$ cat src/swap_scratch_pkg.sv
// package: offsets, field layout, reset values and carriers of the swap and scratch bank
package swap_scratch_pkg;

   // ==========================================================
   // register map (plain port, printed offsets)
   // ==========================================================
   localparam int          ADDR_W          = 8;
   localparam int          DATA_W          = 32;
   localparam int          HALF_W          = 16;
   localparam logic [7:0]  SWAP_LO_OFFSET  = 8'h68;
   localparam logic [7:0]  SWAP_HI_OFFSET  = 8'h69;
   localparam logic [7:0]  SCR_LO_OFFSET   = 8'h6C;
   localparam logic [7:0]  SCR_HI_OFFSET   = 8'h6D;

   // ==========================================================
   // field positions and reset values
   // ==========================================================
   localparam int          HALF_LSB        = 0;
   localparam int          HALF_MSB        = 15;
   localparam int          UPPER_LSB       = 16;
   localparam int          UPPER_MSB       = 31;
   localparam int          BYTE_W          = 8;
   localparam logic [15:0] RESERVED_READ   = 16'h0000;
   localparam logic [15:0] IDLE_READ       = 16'h0000;
   localparam logic [31:0] SWAP_RESET      = 32'h00000000;
   localparam logic [31:0] RDATA_RESET     = 32'h00000000;

   // ==========================================================
   // internal carriers
   // ==========================================================
   // internal write into the swapper from the bus or buffer side
   typedef struct packed {
      logic        valid;
      logic        wide;     // 1: 32-bit write, 0: 16-bit write
      logic [31:0] data;
   } swap_req_s;

   // status assembly request from the buffer management side
   typedef struct packed {
      logic        start;    // load bits as a fresh status word
      logic        merge;    // or bits into the word being built
      logic [31:0] bits;
   } status_req_s;

   // scan access while a buffer test mode is active
   typedef struct packed {
      logic        enable;
      logic        shift;
      logic        din;
   } scan_req_s;

endpackage

$ cat src/word_byte_swapper.sv
// word and byte reordering for the swapper register
`timescale 1ns/1ns

module word_byte_swapper
   import swap_scratch_pkg::*;
(
   input  wire logic [31:0] data_in,
   input  wire logic        wide,
   output logic      [31:0] data_out
);

   // 32-bit write swaps words, 16-bit write swaps the bytes of the low half
   always_comb
   begin
      if (wide)
      begin
         data_out = {data_in[HALF_MSB:HALF_LSB], data_in[UPPER_MSB:UPPER_LSB]};
      end
      else
      begin
         data_out = {data_in[UPPER_MSB:UPPER_LSB],
                     data_in[BYTE_W-1:0],
                     data_in[HALF_MSB:BYTE_W]};
      end
   end

endmodule

$ cat src/swap_scratch_regs.sv
// swapper and buffer management scratch registers with their software port
//
// Implementation choice: the plain strobed port.
`timescale 1ns/1ns

module swap_scratch_regs
   import swap_scratch_pkg::*;
(
   input  wire logic              clock,
   input  wire logic              srst,
   input  wire logic              stop,
   input  wire logic [ADDR_W-1:0] addr,
   input  wire logic [DATA_W-1:0] wdata,
   input  wire logic              wr,
   input  wire logic              rd,
   output logic      [DATA_W-1:0] rdata,
   input  wire swap_req_s         swap_req,
   output logic      [DATA_W-1:0] swap_value,
   input  wire status_req_s       status_req,
   input  wire scan_req_s         scan_req,
   output logic      [DATA_W-1:0] buffer_mgmt_scratch,
   output logic                   scan_out,
   output logic                   scratch_written
);

   // ==========================================================
   // state
   // ==========================================================
   typedef struct packed {
      logic [31:0] swap;
      logic [31:0] scratch;
      logic        written;
      logic [31:0] rdata;
   } state_s;

   state_s      state_ff;
   state_s      nxt_state;
   logic [31:0] swapped;

   // software strobes qualified by the stop bit
   logic        sw_wr;
   logic        sw_rd;
   logic        wr_swap_lo;
   logic        wr_swap_hi;
   logic        wr_scr_lo;
   logic        wr_scr_hi;
   logic        sw_scr_wr;
   logic        scan_step;
   logic        status_step;

   // ==========================================================
   // swapper datapath
   // ==========================================================
   word_byte_swapper u_swapper
   (
      .data_in  (swap_req.data),
      .wide     (swap_req.wide),
      .data_out (swapped)
   );

   // ==========================================================
   // decode
   // ==========================================================
   // software owns the bank only while the controller is stopped
   assign sw_wr       = wr && stop;
   assign sw_rd       = rd && stop;
   assign wr_swap_lo  = sw_wr && (addr == SWAP_LO_OFFSET);
   assign wr_swap_hi  = sw_wr && (addr == SWAP_HI_OFFSET);
   assign wr_scr_lo   = sw_wr && (addr == SCR_LO_OFFSET);
   assign wr_scr_hi   = sw_wr && (addr == SCR_HI_OFFSET);
   assign sw_scr_wr   = wr_scr_lo || wr_scr_hi;
   // scan outranks status assembly; software outranks both
   assign scan_step   = scan_req.enable && scan_req.shift && !sw_scr_wr;
   assign status_step = (status_req.start || status_req.merge) && !sw_scr_wr
                        && !scan_req.enable;

   // ==========================================================
   // next state
   // ==========================================================
   always_comb
   begin
      nxt_state = state_ff;

      // internal swapper writes from the bus interface or buffer unit
      if (swap_req.valid)
      begin
         if (swap_req.wide)
         begin
            nxt_state.swap = swapped;
         end
         else
         begin
            nxt_state.swap[HALF_MSB:HALF_LSB] = swapped[HALF_MSB:HALF_LSB];
         end
      end
      // test access by software lands last so it wins a collision
      if (wr_swap_lo)
      begin
         nxt_state.swap[HALF_MSB:HALF_LSB] = wdata[HALF_MSB:HALF_LSB];
      end
      if (wr_swap_hi)
      begin
         nxt_state.swap[UPPER_MSB:UPPER_LSB] = wdata[HALF_MSB:HALF_LSB];
      end

      // scan chain: shift towards the top bit
      if (scan_step)
      begin
         nxt_state.scratch = {state_ff.scratch[UPPER_MSB-1:0], scan_req.din};
         nxt_state.written = 1'b1;
      end
      // status assembly: start loads, merge accumulates flags
      else if (status_step)
      begin
         if (status_req.start)
         begin
            nxt_state.scratch = status_req.bits;
         end
         else
         begin
            nxt_state.scratch = state_ff.scratch | status_req.bits;
         end
         nxt_state.written = 1'b1;
      end
      if (wr_scr_lo)
      begin
         nxt_state.scratch[HALF_MSB:HALF_LSB] = wdata[HALF_MSB:HALF_LSB];
         nxt_state.written = 1'b1;
      end
      if (wr_scr_hi)
      begin
         nxt_state.scratch[UPPER_MSB:UPPER_LSB] = wdata[HALF_MSB:HALF_LSB];
         nxt_state.written = 1'b1;
      end

      // read data stand for exactly the cycle after the strobe
      nxt_state.rdata = {RESERVED_READ, IDLE_READ};
      if (sw_rd)
      begin
         case (addr)
            SWAP_LO_OFFSET : nxt_state.rdata[HALF_MSB:HALF_LSB] =
                                state_ff.swap[HALF_MSB:HALF_LSB];
            SWAP_HI_OFFSET : nxt_state.rdata[HALF_MSB:HALF_LSB] =
                                state_ff.swap[UPPER_MSB:UPPER_LSB];
            SCR_LO_OFFSET  : nxt_state.rdata[HALF_MSB:HALF_LSB] =
                                state_ff.scratch[HALF_MSB:HALF_LSB];
            SCR_HI_OFFSET  : nxt_state.rdata[HALF_MSB:HALF_LSB] =
                                state_ff.scratch[UPPER_MSB:UPPER_LSB];
            default        : nxt_state.rdata = {RESERVED_READ, IDLE_READ};
         endcase
      end
   end

   // ==========================================================
   // registers
   // ==========================================================
   // scratch is left out of reset on purpose: it is undefined until written
   always_ff @(posedge clock)
   begin
      if (srst)
      begin
         state_ff.swap    <= SWAP_RESET;
         state_ff.scratch <= nxt_state.scratch;
         state_ff.written <= 1'b0;
         state_ff.rdata   <= RDATA_RESET;
      end
      else
      begin
         state_ff <= nxt_state;
      end
   end

   // ==========================================================
   // outputs
   // ==========================================================
   assign rdata               = state_ff.rdata;
   assign swap_value          = state_ff.swap;
   assign buffer_mgmt_scratch = state_ff.scratch;
   assign scan_out            = state_ff.scratch[UPPER_MSB];
   assign scratch_written     = state_ff.written;
endmodule

$ cat config.mk
export PLATFORM = sky130hd
export DESIGN_NAME = swap_scratch_regs
export DESIGN_NICKNAME = d
export VERILOG_FILES = /design/src/swap_scratch_pkg.sv /design/src/word_byte_swapper.sv /design/src/swap_scratch_regs.sv
export SDC_FILE = /design/constraint.sdc
export NUM_CORES = 1
export LEC_CHECK = 0
export BUFFER_PORTS_ARGS = -buffer_cell sky130_fd_sc_hd__buf_2
export CORE_ASPECT_RATIO = 0.9
export CORE_MARGIN = 5
export CORE_UTILIZATION = 30
export CTS_BUF_LIST = sky130_fd_sc_hd__clkbuf_8
export CTS_CLUSTER_DIAMETER = 150
export CTS_CLUSTER_SIZE = 28
export DETAILED_ROUTE_END_ITERATION = 16
export HOLD_SLACK_MARGIN = 0.03
export SKIP_CTS_REPAIR_TIMING = 1
export SYNTH_ARGS = -nofsm -noshare
export SYNTH_HDL_FRONTEND = slang
export SYNTH_SLANG_ARGS = --single-unit
$ cat constraint.sdc
create_clock -name clock -period 1.8 [get_ports clock]
set_input_delay 0.09 -clock clock [delete_from_list [all_inputs] [get_ports clock]]
set_output_delay 0.09 -clock clock [all_outputs]
set_load 0.05 [all_outputs]
==> flow_summary.ini <==
[finish]
nets = 790
final_common_cell = buf_2
area_growth_pct = 28.27
num-fill-cells = 1657
diodes = 0
final_cell_mix = buf_2 (181), nand2_1 (67), a21oi_1 (49), dfxtp_1 (49), edfxtp_1 (32)
final_layout_size_suffix_gt1_frac = 0.3991

[route]
drt-initial-drc-count = 487
vias = 4926
ant_nets = 0
viasPerCell = 5.560
wl_per_cell_um = 22.56
drc = 0
wirelength_mm = 19.99
firstDrtPassIters = 5

[critical_path]
r2r-start = buffer_mgmt_scratch[19]
critical_path.max_fanout = 10
end_kind = flip-flop
r2r_cells = 3
crit_required_ps = 1910
worstSetupPathType = input port to flip-flop
arrival_ps = 1540
worstReg2RegEnd = buffer_mgmt_scratch[20]
start_kind = input port
r2r_slack_ps = 400

[floorplan]
die_w_um = 144.0
start_util = 0.3026
dieArea_um2 = 18800
die_h_um = 130.6
num_rows = 44
ioPinCount = 214
core_region_area_um2 = 16020

[synth]
async_flop_share = 0
ys_top_cells_by_area = dfxtp_1 (20%), edfxtp_1 (20%), mux4_2 (7.4%)
synth_edf_count = 32
yosysWarnings = 0
synth_ff_type = dfxtp_1
synth_area_um2 = 4847
synth_top_cell_by_area = dfxtp_1
synth.top_cell.area_share = 0.2024
synth_cell_types = 41
synth_area_per_cell_um2 = 9.714
ys_ff_latch = 81
synth_cells = 499
synth-seq-area-share = 0.4006

[hold_path]
hold_start = wdata[6]
holdCritPathClass = input port to flip-flop
holdPathStages = 3
holdPathEnd = swap_value[22]

[grt]
globalRoute.totalOverflow = 0
grt_first_pass_wirelength_mm = 28.99
grt_usage = 0.2048
antenna_found_initial = 5
grt_pass1_vias = 4692
grt_max_degree = 45

[timing]
fin_crit_ps = 1421
min_period_over_period = 0.7897
rsz0062_at_grt = false
max_freq_mhz = 703.5
slew_violations = 0
finalClockSkew_ps = 12.03
setup_viol_count_final = 0
hold_violations = 0
fin_ws_ps = 378.5
tns_ps = 0

[clocking]
cts_root_buffer = clkbuf_8
worstSkewPairLatency_ps = 360
cts_buffer_depth = 2
clock_sinks = 81
cts_buffers = 9
cts_tree = built
htree_num_levels = 3
clk_pin_slew_worst_paths_ps = 90

[placed_design]
dp_hpwl_mm = 15.46
gp_congestion = 0.9365
pre_cts_ws_ps = 26.98
numPortBuffers = 181

[power_and_ir_drop]
p_per_area_nw_per_um2 = 804.7
p_leak_nw = 2.643
ir_worst_vdd_v = 0.0003198

[status]
outcome = finished clean

[flow_run]
maxCapViolCount = 0
[registers in the layout, summed over array words and instances, names as in the netlist]
name / count
swap_value: 32
buffer_mgmt_scratch: 32
rdata: 16
scratch_written: 1
[how the worst max path moves through the flow]
stage                                  from                      end  slack, ps  cells past startpoint
finish                              addr[4]  buffer_mgmt_scratch[30]        380                      5
global route        buffer_mgmt_scratch[28]  buffer_mgmt_scratch[28]        340                      3
CTS                 buffer_mgmt_scratch[26]  buffer_mgmt_scratch[27]        410                      3
detailed placement                  addr[4]  buffer_mgmt_scratch[30]         30                      5
global placement                    addr[4]  buffer_mgmt_scratch[30]         70                      5
floorplan                           addr[4]   buffer_mgmt_scratch[0]         80                      5
[cells in the mapped netlist (9+ instances only)]
cell       n
dfxtp_1   49
and2_1     9
mux4_2    16
o21ai_0   11
buf_2     15
mux2i_1   16
edfxtp_1  32
o211ai_1  16
a21o_1     9
mux2_2    16
nor2b_1   24
a21oi_1   49
a22oi_1    9
buf_4     18
nand2_1   67
clkbuf_1  23
nor2_1    11
a211oi_1  22
[layout make-up]
type                    instances  area (um^2)  share of cell area
clock buffers                   9        123.9             0.01992
well taps                     207        259.0             0.04166
inverters                       2        7.507            0.001207
multi-input cells             368         2610              0.4198
clock inverters                 7        68.82             0.01107
repair buffers                212         1206              0.1940
flip-flops and latches         81         1942              0.3123
[power by group]
part | switching [mW] | internal (mW) | leakage [nW]
Sequential | 0.178 | 2.05 | 0.709
Combinational | 0.935 | 0.470 | 1.83
Clock | 0.720 | 0.644 | 0.106
[stage by stage]
stage | hold slack [ps] | std cells | util | cell area (um^2) | power, mW
2_1_floorplan | 226.0 | 514 | - | 4905 | 3.181
3_3_place_gp | 384.3 | 868 | 0.3748 | 6005 | 3.649
3_5_place_dp | 388.5 | 868 | 0.3748 | 6005 | 3.670
4_1_cts | 1.625 | 884 | 0.3868 | 6197 | 5.008
5_1_grt | 34.01 | 886 | 0.3881 | 6217 | 5.177
6_report | 12.79 | 886 | 0.3881 | 6217 | 5.003
[routing by layer]
layer	vias to the layer above	GRT usage	wire, um
li1	2207	-	-
met1	2376	0.2905	8575
met2	297	0.3210	8955
met3	36	0.04221	2076
met4	10	0.05039	321
met5	-	0	60
[worst max-delay path, stage by stage]
cell      delay (ps)
buf_2            110
and4bb_4         410
and3_4           300
a31oi_2          230
a221o_1          390
[kinds of logic after synthesis]
logic type / count (synthesis) / synth area share
flops: 81 / 0.4006
simple gates: 139 / 0.1443
mux: 48 / 0.1446
other cells: 1 / 0.0007737
buf+inv: 65 / 0.07279
compound gates: 165 / 0.2370
Note: power is estimated with default switching activity, not from simulation.
